`src/pkg/gpio_pkg.sv`:
```
// Constants and encodings for the nibble GPIO block.
// Assumes a single 40 MHz system clock and static option straps.
package gpio_pkg;
  localparam int unsigned NUM_PORTS  = 6;
  localparam int unsigned PORT_WIDTH = 4;
  localparam int unsigned NUM_PINS   = NUM_PORTS * PORT_WIDTH;
  localparam int unsigned CLK_HZ     = 40_000_000;

  // Pin modes, two bits per pin
  localparam logic [1:0] MODE_INPUT  = 2'h0;
  localparam logic [1:0] MODE_OUTPUT = 2'h1;
  localparam logic [1:0] MODE_BIDIR  = 2'h2;

  // Bit 0 special function, two bits per port
  localparam logic [1:0] BIT0_GPIO  = 2'h0;
  localparam logic [1:0] BIT0_RESET = 2'h1;
  localparam logic [1:0] BIT0_IR    = 2'h2;

  // Shared pad position: port E bit 3
  localparam int unsigned SHARED_PAD_INDEX = 4 * PORT_WIDTH + 3;

  // Carrier divider: selectable IR carrier 31 kHz to 58 kHz
  localparam int unsigned IR_FREQ_LOW_HZ  = 31_000;
  localparam int unsigned IR_FREQ_HIGH_HZ = 58_000;
  localparam int unsigned IR_HALF_MAX     = (CLK_HZ / (2 * IR_FREQ_LOW_HZ));
  localparam int unsigned IR_HALF_MIN     = (CLK_HZ / (2 * IR_FREQ_HIGH_HZ));
  localparam int unsigned IR_DIV_WIDTH    = 10;
  localparam logic [9:0]  IR_HALF_RESET   = 10'h000;

  localparam logic [1:0] SYNC_RESET = 2'h0;
endpackage

```
`src/logic/pin_sync.sv`:
```
// Two-stage synchroniser for a vector of pad inputs.
// Assumes pads are asynchronous to ref_clk.
`timescale 1ns/1ps
module pin_sync #(
  parameter int unsigned WIDTH = 24
) (
  input  wire logic             ref_clk,
  input  wire logic             reset,
  input  wire logic [WIDTH-1:0] async_in,
  output logic      [WIDTH-1:0] sync_out
);
  logic [WIDTH-1:0] meta_q;
  logic [WIDTH-1:0] meta_d;
  logic [WIDTH-1:0] sync_q;
  logic [WIDTH-1:0] sync_d;

  always_comb
  begin
    meta_d = async_in;
    sync_d = meta_q;
  end

  always_ff @(posedge ref_clk or posedge reset)
  begin
    if (reset)
    begin
      meta_q <= '0;
      sync_q <= '0;
    end
    else
    begin
      meta_q <= meta_d;
      sync_q <= sync_d;
    end
  end

  assign sync_out = sync_q;
endmodule // pin_sync

```
`src/logic/ir_carrier.sv`:
```
// Infrared carrier generator: square wave, half period set in ref_clk cycles.
// Assumes half_period is static; zero is treated as one.
`timescale 1ns/1ps
module ir_carrier #(
  parameter int unsigned DIV_WIDTH = 10
) (
  input  wire logic                 ref_clk,
  input  wire logic                 reset,
  input  wire logic [DIV_WIDTH-1:0] half_period,
  output logic                      carrier
);
  logic [DIV_WIDTH-1:0] count_q;
  logic [DIV_WIDTH-1:0] count_d;
  logic                 level_q;
  logic                 level_d;

  always_comb
  begin
    count_d = count_q + DIV_WIDTH'(1);
    level_d = level_q;
    if (count_d >= half_period)
    begin
      count_d = '0;
      level_d = ~level_q;
    end
  end

  always_ff @(posedge ref_clk or posedge reset)
  begin
    if (reset)
    begin
      count_q <= '0;
      level_q <= 1'b0;
    end
    else
    begin
      count_q <= count_d;
      level_q <= level_d;
    end
  end

  assign carrier = level_q;
endmodule // ir_carrier

```
`src/logic/nibble_gpio.sv`:
```
// Six nibble-wide GPIO ports with per-pin static options.
// Assumes options are strapped before reset release and held.
//
// Summary of operation
// - Twenty-four pins form ports A to F, four bits each.
// - Each pin is an input, an output or a bidirectional pin.
// - An input pin may enable its own pull-up.
// - An output pin starts after reset at its chosen initial level.
// - Each output pin selects normal drive or large sink.
// - A bidirectional pin with register bit 0 drives low and never high.
// - A bidirectional pin with register bit 1 releases the pad so reads see the outside level.
// - A bidirectional pin has either a pull-up or is open-drain.
// - A bidirectional pin may use large sink current when pulling low.
// - Bit 0 of any port can become an external reset input or an IR carrier output.
// - Reset pins have a selectable pull-up; IR pins have an initial level and a sink option.
// - One global weak or strong choice sets all enabled pull-ups.
// - Choosing the oscillator function on port E bit 3 removes its GPIO function.
// - With that pad as GPIO only the internal resistor oscillator may run.
// - The IR output has a selectable carrier frequency and polarity.
`timescale 1ns/1ps
module nibble_gpio #(
  parameter int unsigned NPINS = gpio_pkg::NUM_PINS,
  parameter int unsigned NPORT = gpio_pkg::NUM_PORTS
) (
  input  wire logic                   ref_clk,
  input  wire logic                   reset,
  // Core side
  input  wire logic [NPINS-1:0]       port_wdata,
  input  wire logic [NPINS-1:0]       port_wstrobe,
  output logic      [NPINS-1:0]       port_rdata,
  output logic      [NPINS-1:0]       port_reg,
  // Static options and per-port IR data
  input  wire logic [2*NPINS-1:0]     pin_mode,
  input  wire logic [NPINS-1:0]       pull_up_en,
  input  wire logic [NPINS-1:0]       init_high,
  input  wire logic [NPINS-1:0]       large_sink,
  input  wire logic [2*NPORT-1:0]     bit0_function,
  input  wire logic                   pull_up_strong,
  input  wire logic                   shared_pad_is_osc,
  input  wire logic                   osc_external_resistor_osc_request,
  input  wire logic [9:0]             ir_half_period,
  input  wire logic                   ir_active_high,
  input  wire logic [NPORT-1:0]       ir_data,
  // Pads
  input  wire logic [NPINS-1:0]       pad_in,
  output logic      [NPINS-1:0]       pad_out,
  output logic      [NPINS-1:0]       pad_oe,
  output logic      [NPINS-1:0]       pad_pull_en,
  output logic                        pad_pull_strong,
  output logic      [NPINS-1:0]       pad_large_sink,
  // Special functions
  output logic                        external_reset_req,
  output logic                        external_resistor_osc
);
  // ------------------------------------------------------------
  // Helpers
  // ------------------------------------------------------------
  function automatic logic [1:0] mode_of(input logic [2*NPINS-1:0] m, input int unsigned i);
    mode_of = m[2*i +: 2];
  endfunction

  function automatic logic [1:0] bit0_of(input logic [2*NPORT-1:0] f, input int unsigned p);
    bit0_of = f[2*p +: 2];
  endfunction

  // ------------------------------------------------------------
  // Input synchronisers
  // ------------------------------------------------------------
  logic [NPINS-1:0] pin_level;

  pin_sync #(.WIDTH(NPINS)) u_sync (
    .ref_clk  (ref_clk),
    .reset    (reset),
    .async_in (pad_in),
    .sync_out (pin_level)
  );

  // ------------------------------------------------------------
  // IR carrier
  // ------------------------------------------------------------
  logic carrier;

  ir_carrier #(.DIV_WIDTH(gpio_pkg::IR_DIV_WIDTH)) u_ir (
    .ref_clk     (ref_clk),
    .reset       (reset),
    .half_period (ir_half_period),
    .carrier     (carrier)
  );

  // ------------------------------------------------------------
  // Port data registers
  // ------------------------------------------------------------
  // Reset value cannot come from straps asynchronously; a flag loads
  // the initial levels on the first clock after release.
  logic             loaded_q;
  logic             loaded_d;
  logic [NPINS-1:0] data_q;
  logic [NPINS-1:0] data_d;

  always_comb
  begin
    loaded_d = 1'b1;
    data_d   = data_q;
    if (!loaded_q)
    begin
      data_d = init_high;
    end
    else
    begin
      for (int i = 0; i < NPINS; i++)
      begin
        if (port_wstrobe[i])
        begin
          data_d[i] = port_wdata[i];
        end
      end
    end
  end

  always_ff @(posedge ref_clk or posedge reset)
  begin
    if (reset)
    begin
      loaded_q <= 1'b0;
      data_q   <= '0;
    end
    else
    begin
      loaded_q <= loaded_d;
      data_q   <= data_d;
    end
  end

  // Until loaded, present init_high so outputs honour the option at once
  logic [NPINS-1:0] eff_data;
  assign eff_data = loaded_q ? data_q : init_high;
  assign port_reg = data_q;

  // ------------------------------------------------------------
  // Pad control
  // ------------------------------------------------------------
  logic [NPINS-1:0] out_c;
  logic [NPINS-1:0] oe_c;
  logic [NPINS-1:0] pull_c;
  logic [NPINS-1:0] sink_c;
  logic [NPINS-1:0] rd_c;
  logic             rst_c;

  always_comb
  begin
    out_c = '0;
    oe_c  = '0;
    pull_c = '0;
    sink_c = '0;
    rd_c  = pin_level;
    rst_c = 1'b0;
    for (int i = 0; i < NPINS; i++)
    begin
      case (mode_of(pin_mode, i))
        gpio_pkg::MODE_INPUT:
        begin
          pull_c[i] = pull_up_en[i];
        end
        gpio_pkg::MODE_OUTPUT:
        begin
          out_c[i]  = eff_data[i];
          oe_c[i]   = 1'b1;
          sink_c[i] = large_sink[i];
        end
        gpio_pkg::MODE_BIDIR:
        begin
          out_c[i]  = 1'b0;
          oe_c[i]   = ~eff_data[i];
          pull_c[i] = pull_up_en[i] & eff_data[i];
          sink_c[i] = large_sink[i] & ~eff_data[i];
        end
        default:
        begin
          pull_c[i] = 1'b0;
        end
      endcase
    end
    for (int p = 0; p < NPORT; p++)
    begin
      case (bit0_of(bit0_function, p))
        gpio_pkg::BIT0_RESET:
        begin
          out_c[4*p]  = 1'b0;
          oe_c[4*p]   = 1'b0;
          sink_c[4*p] = 1'b0;
          pull_c[4*p] = pull_up_en[4*p];
          rst_c = rst_c | ~pin_level[4*p];
        end
        gpio_pkg::BIT0_IR:
        begin
          // Carrier gated by data; idle holds the initial level
          if (ir_data[p] == ir_active_high)
          begin
            out_c[4*p] = carrier;
          end
          else
          begin
            out_c[4*p] = init_high[4*p];
          end
          oe_c[4*p]   = 1'b1;
          sink_c[4*p] = large_sink[4*p];
          pull_c[4*p] = 1'b0;
        end
        default:
        begin
          rst_c = rst_c;
        end
      endcase
    end
    if (shared_pad_is_osc)
    begin
      out_c[gpio_pkg::SHARED_PAD_INDEX]  = 1'b0;
      oe_c[gpio_pkg::SHARED_PAD_INDEX]   = 1'b0;
      pull_c[gpio_pkg::SHARED_PAD_INDEX] = 1'b0;
      sink_c[gpio_pkg::SHARED_PAD_INDEX] = 1'b0;
      rd_c[gpio_pkg::SHARED_PAD_INDEX]   = 1'b0;
    end
  end

  // Data outputs registered; pads follow config one cycle later
  logic [NPINS-1:0] out_q;
  logic [NPINS-1:0] oe_q;
  logic [NPINS-1:0] pull_q;
  logic [NPINS-1:0] sink_q;
  logic [NPINS-1:0] rd_q;
  logic             rst_q;
  logic             strong_q;
  logic             extr_q;
  logic             extr_d;

  assign extr_d = shared_pad_is_osc & osc_external_resistor_osc_request;

  always_ff @(posedge ref_clk or posedge reset)
  begin
    if (reset)
    begin
      out_q    <= '0;
      oe_q     <= '0;
      pull_q   <= '0;
      sink_q   <= '0;
      rd_q     <= '0;
      rst_q    <= 1'b0;
      strong_q <= 1'b0;
      extr_q   <= 1'b0;
    end
    else
    begin
      out_q    <= out_c;
      oe_q     <= oe_c;
      pull_q   <= pull_c;
      sink_q   <= sink_c;
      rd_q     <= rd_c;
      rst_q    <= rst_c;
      strong_q <= pull_up_strong;
      extr_q   <= extr_d;
    end
  end

  assign pad_out               = out_q;
  assign pad_oe                = oe_q;
  assign pad_pull_en           = pull_q;
  assign pad_pull_strong       = strong_q;
  assign pad_large_sink        = sink_q;
  assign port_rdata            = rd_q;
  assign external_reset_req    = rst_q;
  assign external_resistor_osc = extr_q;

  // ------------------------------------------------------------
  // Checks
  // ------------------------------------------------------------
  property p_bidir_never_high;
    @(posedge ref_clk) disable iff (reset)
    (loaded_q && mode_of(pin_mode, 4) == gpio_pkg::MODE_BIDIR
      && bit0_of(bit0_function, 1) == gpio_pkg::BIT0_GPIO) |=> !(pad_oe[4] && pad_out[4]);
  endproperty
  a_bidir_never_high: assert property (p_bidir_never_high) else $error("bidir pin drove high");

  property p_bidir_release;
    @(posedge ref_clk) disable iff (reset)
    (loaded_q && mode_of(pin_mode, 6) == gpio_pkg::MODE_BIDIR && data_q[6]) |=> !pad_oe[6];
  endproperty
  a_bidir_release: assert property (p_bidir_release) else $error("bidir pin not released");

  property p_output_follows;
    @(posedge ref_clk) disable iff (reset)
    (loaded_q && mode_of(pin_mode, 2) == gpio_pkg::MODE_OUTPUT) |=> (pad_oe[2] && pad_out[2] == $past(data_q[2]));
  endproperty
  a_output_follows: assert property (p_output_follows) else $error("output pin mismatch");

  property p_read_latency;
    @(posedge ref_clk) disable iff (reset)
    (!reset && !shared_pad_is_osc) |-> ##3 (port_rdata[9] == $past(pad_in[9], 3));
  endproperty
  a_read_latency: assert property (p_read_latency) else $error("read path latency wrong");

  property p_osc_pad_quiet;
    @(posedge ref_clk) disable iff (reset)
    shared_pad_is_osc |=> !pad_oe[gpio_pkg::SHARED_PAD_INDEX];
  endproperty
  a_osc_pad_quiet: assert property (p_osc_pad_quiet) else $error("osc pad driven");

  property p_external_resistor_osc_gated;
    @(posedge ref_clk) disable iff (reset)
    !shared_pad_is_osc |=> !external_resistor_osc;
  endproperty
  a_external_resistor_osc_gated: assert property (p_external_resistor_osc_gated) else $error("external resistor with pad as gpio");

  property p_strength;
    @(posedge ref_clk) disable iff (reset)
    !reset |=> pad_pull_strong == $past(pull_up_strong);
  endproperty
  a_strength: assert property (p_strength) else $error("pull strength mismatch");

  property p_input_pull;
    @(posedge ref_clk) disable iff (reset)
    (!reset && mode_of(pin_mode, 9) == gpio_pkg::MODE_INPUT)
      |=> (pad_pull_en[9] == $past(pull_up_en[9]) && !pad_oe[9]);
  endproperty
  a_input_pull: assert property (p_input_pull) else $error("input pull wrong");

  property p_init_level;
    @(posedge ref_clk) disable iff (reset)
    (!reset && !loaded_q && mode_of(pin_mode, 2) == gpio_pkg::MODE_OUTPUT) |=> pad_out[2] == $past(init_high[2]);
  endproperty
  a_init_level: assert property (p_init_level) else $error("initial level wrong");
endmodule // nibble_gpio

```
`config.mk`:
```
export PLATFORM = sky130hd
export DESIGN_NAME = nibble_gpio
export DESIGN_NICKNAME = d
export VERILOG_FILES = /design/src/pkg/gpio_pkg.sv /design/src/logic/pin_sync.sv /design/src/logic/ir_carrier.sv /design/src/logic/nibble_gpio.sv
export SDC_FILE = /design/constraint.sdc
export NUM_CORES = 1
export LEC_CHECK = 0
export BUFFER_PORTS_ARGS = -buffer_cell sky130_fd_sc_hd__clkbuf_2
export CAP_MARGIN = 30
export CORE_MARGIN = 2
export CORE_UTILIZATION = 30
export DETAILED_ROUTE_END_ITERATION = 8
export GPL_TIMING_DRIVEN = 0
export REMOVE_ABC_BUFFERS = 1
export SKIP_LAST_GASP = 1
export SLEW_MARGIN = 20
export SYNTH_ARGS = -nofsm -noshare
export SYNTH_HDL_FRONTEND = slang
export SYNTH_SLANG_ARGS = --single-unit
```
`constraint.sdc`:
```
create_clock -name ref_clk -period 9.3 [get_ports ref_clk]
set_clock_uncertainty 0.05 [all_clocks]
set_input_delay 0.465 -clock ref_clk [delete_from_list [all_inputs] [get_ports ref_clk]]
set_output_delay 0.465 -clock ref_clk [all_outputs]
set_load 0.01 [all_outputs]
```
# Word level (Yosys, flattened, before mapping)
# Index checks and enable logic that the tools add are counted.
dict set report totals {
  word_cells 402
  mem_bits_rw 0
  latch_bits 0
  mem_count 0
  rom_bits 0
  regBits 207
}
dict set report classes {
  n_eq_ne 90
  multipliers 0
  add_sub_neg 1
  n_mux 164
  n_lt_le_gt_ge 1
  n_bitwise 85
  reduce_logical 24
  shift 0
  div 0
}
# op count
set op_table {}
lappend op_table {{case mux 1 bit (2 select lines)} 96}
lappend op_table {{two-way mux 1 bit} 65}
lappend op_table {{== test 2 x 1 -> 1 bit (second input constant)} 30}
lappend op_table {{== test 2 bit (second input constant)} 30}
lappend op_table {{bitwise AND 1 bit} 49}
lappend op_table {{logical NOT 2 bit} 24}
lappend op_table {{two-way mux 24 bit} 2}
lappend op_table {{!= test 2 bit (second input constant)} 24}
lappend op_table {{NOT 1 bit} 31}
lappend op_table {{adder 10 x 1 -> 10 bit (second input constant)} 1}
lappend op_table {{>= comparator 10 bit} 1}
lappend op_table {{two-way mux 10 bit} 1}
lappend op_table {{== test 1 bit} 6}
lappend op_table {{OR 1 bit} 5}

# Logic depth before layout (Yosys ltp)
dict set report logic_depth {
  ltp_word 12
  mapped_depth 11
  depth_no_buf 10
}

# By module
# A second synthesis with hierarchy kept.
dict set report unflattened {
  hier_cells 734
  area_unflattened_um2 9001.1
}
# mod area_per_inst_um2 n_inst cells_per_inst
set modules_own_cells {}
lappend modules_own_cells {nibble_gpio 7024.2 1 609}
lappend modules_own_cells {pin_sync 1204.9 1 49}
lappend modules_own_cells {ir_carrier 772.0 1 76}

# Worst setup path after synthesis
# OpenSTA, ideal clock, no wires.
dict set report synth_path {
  path_type {reg-to-reg}
  startpoint {register u_ir.count_q[0]}
  endpoint {register u_ir.level_q (netlist: u_ir.carrier)}
  path_slack_ns 7.097
  setup_ns 0.130
  t_required_ns 9.120
  arrival_time_ns 2.022
  n_path_buf 1
  path_stages_with_launch 12
  cell_sequence {dfrtp_1 -> ha_1 -> inv_1 -> or3_1 -> xnor2_2 -> ha_1 -> a211oi_1 -> nor2_1 -> nor2_1 -> o21ai_1 -> buf_2 -> xor2_1}
}
dict set report synth_via {
  elab_chain_cells 2
}
# item line_no
set synth_lines {}
lappend synth_lines {{start, declared} ir_carrier.sv:12} ;# logic [DIV_WIDTH-1:0] count_q;
lappend synth_lines {{start signal, assigned} ir_carrier.sv:37} ;# count_q <= count_d;
lappend synth_lines {{adder 10 x 1 -> 10 bit} ir_carrier.sv:19} ;# count_d = count_q + DIV_WIDTH'(1);
lappend synth_lines {{>= comparator 10 bit} ir_carrier.sv:21} ;# if (count_d >= half_period)
lappend synth_lines {{end signal, assigned} ir_carrier.sv:38} ;# level_q <= level_d;
lappend synth_lines {{end, declared} ir_carrier.sv:14} ;# logic level_q;
# No other way between the ends.
# A chain may end at the register's enable or synchronous reset.

# Worst setup path in the final report
# Same ends and word-level chain as after synthesis.

==> results_dict.tcl <==
set metrics [dict create \
    yosys_warnings 0 \
    syn_avg_cell_area_um2 12.4 \
    grt_max_degree 91 \
    arrival_ps 2940 \
    syn_area_um2 8970 \
    cts_buffers 25 \
    core_area_um2 29600 \
    cts_resized 0 \
    ir_drop_mv 0.126 \
    ys_ff_latch 207 \
    gp_congestion 0.814 \
    startpoint_type "register" \
    cts.sinks 207 \
    reg2reg_setup_slack_ps 6670 \
    finalPower_mw 2.34 \
    clock_latency_ps 520 \
    outcome "finished clean" \
    cts_htree_levels 1 \
    grt_pass1_wl_mm 34.6 \
    power.switching_mw 0.613 \
    synth_top_family_by_area "adder cells" \
    multi_input_area_um2 3380 \
    swShare 0.262 \
    hold_violations 0 \
    cts_tree "done" \
    grt_pass1_vias 6717 \
    seqPwrFrac 0.435 \
    yosys.area_share.simple 0.0947 \
    fmax_ghz 0.380 \
    drv_slew 0 \
    worstSetupEndpointType "register" \
    root_buffer "clkbuf_16" \
    syn_inst 724 \
    async_reset_ff_frac 1.00 \
    dr.pass1.iters 4 \
    dpl.hpwl_mm 17.7 \
    place_area_um2 11300 \
    pre_cts_ws_ps 6600 \
    via_count 6468 \
    dieArea_um2 31300 \
    min_path_type "in -> reg" \
    pwr-share-clk 0.407 \
    initial_utilization 0.303 \
    pin_count 373 \
    synth_edf_count 0 \
    grt_usage 0.141 \
    fin_area_um2 12400 \
    p_leak_nw 6.76 \
    die_y_um 177 \
    critPathMaxFanout 11 \
    rows 63 \
    drtIter0Drc 201 \
    synthMuxAreaShare 0.0642 \
    p_int_mw 1.73 \
    grt.overflow.total 0 \
    detail_route.wl_per_cell_um 14.5 \
    numPortBuffers 372 \
    synth_compound_area_frac 0.0700 \
    powerDensity_nw_per_um2 189 \
    cts.clk_slew.worst_paths_ps 50 \
    drv_cap 0 \
    comb_power_share 0.158 \
    setup.worst_path.class "reg -> reg" \
    fin_crit_sh 0.283 \
    drc 0 \
    synth_seq_area_share 0.577 \
    drive_gt1_frac 0.383 \
    floorplan.die.width_um 177 \
    synth_adder_area_share 0.133 \
    nFillCells 2832 \
    max_slew_margin 0.432 \
    synth_ff_type "dfrtp_1" \
    regArea_um2 5180 \
    ant_nets 0 \
    synthDistinctLibCells 39 \
    wl_mm 22.4 \
    synth-xor-area-share 0.0155 \
    finalSetupTns_ps 0 \
    clock_path_buffers 3 \
    tightest_slew_ps 847 \
    finalNetCount 1462 \
    finalCriticalPeriod_ps 2630 \
    setup_slack_ps 6670 \
    grt_setup_unrepaired "no" \
    area_growth_pct 38.3 \
    viasPerCell 4.18 \
    setup_viol 0 \
    antenna_found_initial 1 \
    postCtsSetupBuffers 0 \
    cp.required_ps 9610 \
]
-- cell families (layout without fill, tap and decap cells) --
kind of cell	count (synthesis)	count (layout)
and+or+nand+nor	148	148
DFF	207	207
adders and majority gates	95	95
other	1	2
AOI/OAI and AO/OA	106	106
buffers and inverters	98	531
xor gates and xnor gates	15	15
muxes	54	54
-- power groups by stage --
stage | combinational (mW) | clock (mW) | sequential [mW]
floorplan | 0.187 | 0 | 1.05
CTS | 0.378 | 0.989 | 1.02
detailed placement | 0.367 | 0 | 1.03
global placement | 0.352 | 0 | 1.04
global route | 0.420 | 1.02 | 1.03
finish | 0.370 | 0.951 | 1.02
-- layout make-up --
cell class,count,share of cell area
repair buffers,401,0.178
flip-flops and latches,207,0.418
well taps,390,0.0393
diodes,1,0.000202
clock buffers,33,0.0561
clock inverters,10,0.00878
inverters,87,0.0269
multi-input cells,419,0.273
-- stage by stage --
step	std cells	hold WS, ps	utilization
floorplan	713	281	-
global placement	1475	281	0.380
detailed placement	1478	285	0.383
CTS	1547	71.4	0.419
global route	1547	72.2	0.419
finish	1548	96.6	0.420
-- Yosys cell counts, types with 7 or more instances --
cell type | count | share of area
mux2i_1 | 47 | 0.052
inv_1 | 87 | 0.036
o22ai_1 | 7 | 0.0049
o21a_1 | 17 | 0.014
o21ai_0 | 7 | 0.0039
nor2b_1 | 50 | 0.035
xor2_1 | 8 | 0.0078
ha_1 | 95 | 0.13
nor2_1 | 29 | 0.012
dfrtp_1 | 207 | 0.58
a21oi_1 | 61 | 0.034
and2_1 | 25 | 0.017
nand2_1 | 14 | 0.0059
nand2b_1 | 7 | 0.0049
nor2b_2 | 10 | 0.0098
-- layer usage --
layer  vias up  routed length [um]  track usage
li1       3181                   -            -
met1      2993                8810        0.161
met2       259               11100        0.252
met3        33                1990       0.0494
met4         2                 523       0.0351
met5         -                  11            0
-- cells in the final DEF (no fill, tap or decap), drive strengths merged, types with 2 or more instances in the layout --
master and n:
clkinv 5, inv 88, nor3b 3, bufinv 2
nor2b 60, mux2i 54, clkinvlp 2, a21oi 62
ha 95, xnor2 7, a211oi 2, nand2b 7
dlygate4sd3 26, nand2 14, nor2 29, o21a 17
and2 25, dfrtp 207, clkbuf 405, buf 3
o21ai 14, o22ai 7, nand3 6, xor2 8
-- worst paths after layout --
| kind | from | to | cells after the start |
|---|---|---|---|
| min in group asynchronous | reset | pad_oe[18] | 3 |
| setup reg to reg | u_ir.count_q[0] | u_ir.carrier | 8 |
| hold reg to reg | u_sync.sync_out[10] | port_rdata[10] | 0 |
| hold / removal | large_sink[19] | pad_large_sink[19] | 2 |
| max in group asynchronous | reset | u_sync.sync_out[10] | 4 |
| setup / recovery | u_ir.count_q[0] | u_ir.carrier | 8 |
-- critical path, cell delays in order, from the launching register on --
cell,delay [ps]
dfrtp_1,420
ha_1,240
inv_1,70
or3_1,380
xnor2_2,150
ha_1,270
nand4_1,80
o21ai_1,680
xor2_1,130
-- timing repair --
action                     CTS  global route
hold endpoints to repair    75             0
setup endpoints to repair    0             0
hold buffers                26             0
No activity file was read; power rests on OpenSTA's default activity.
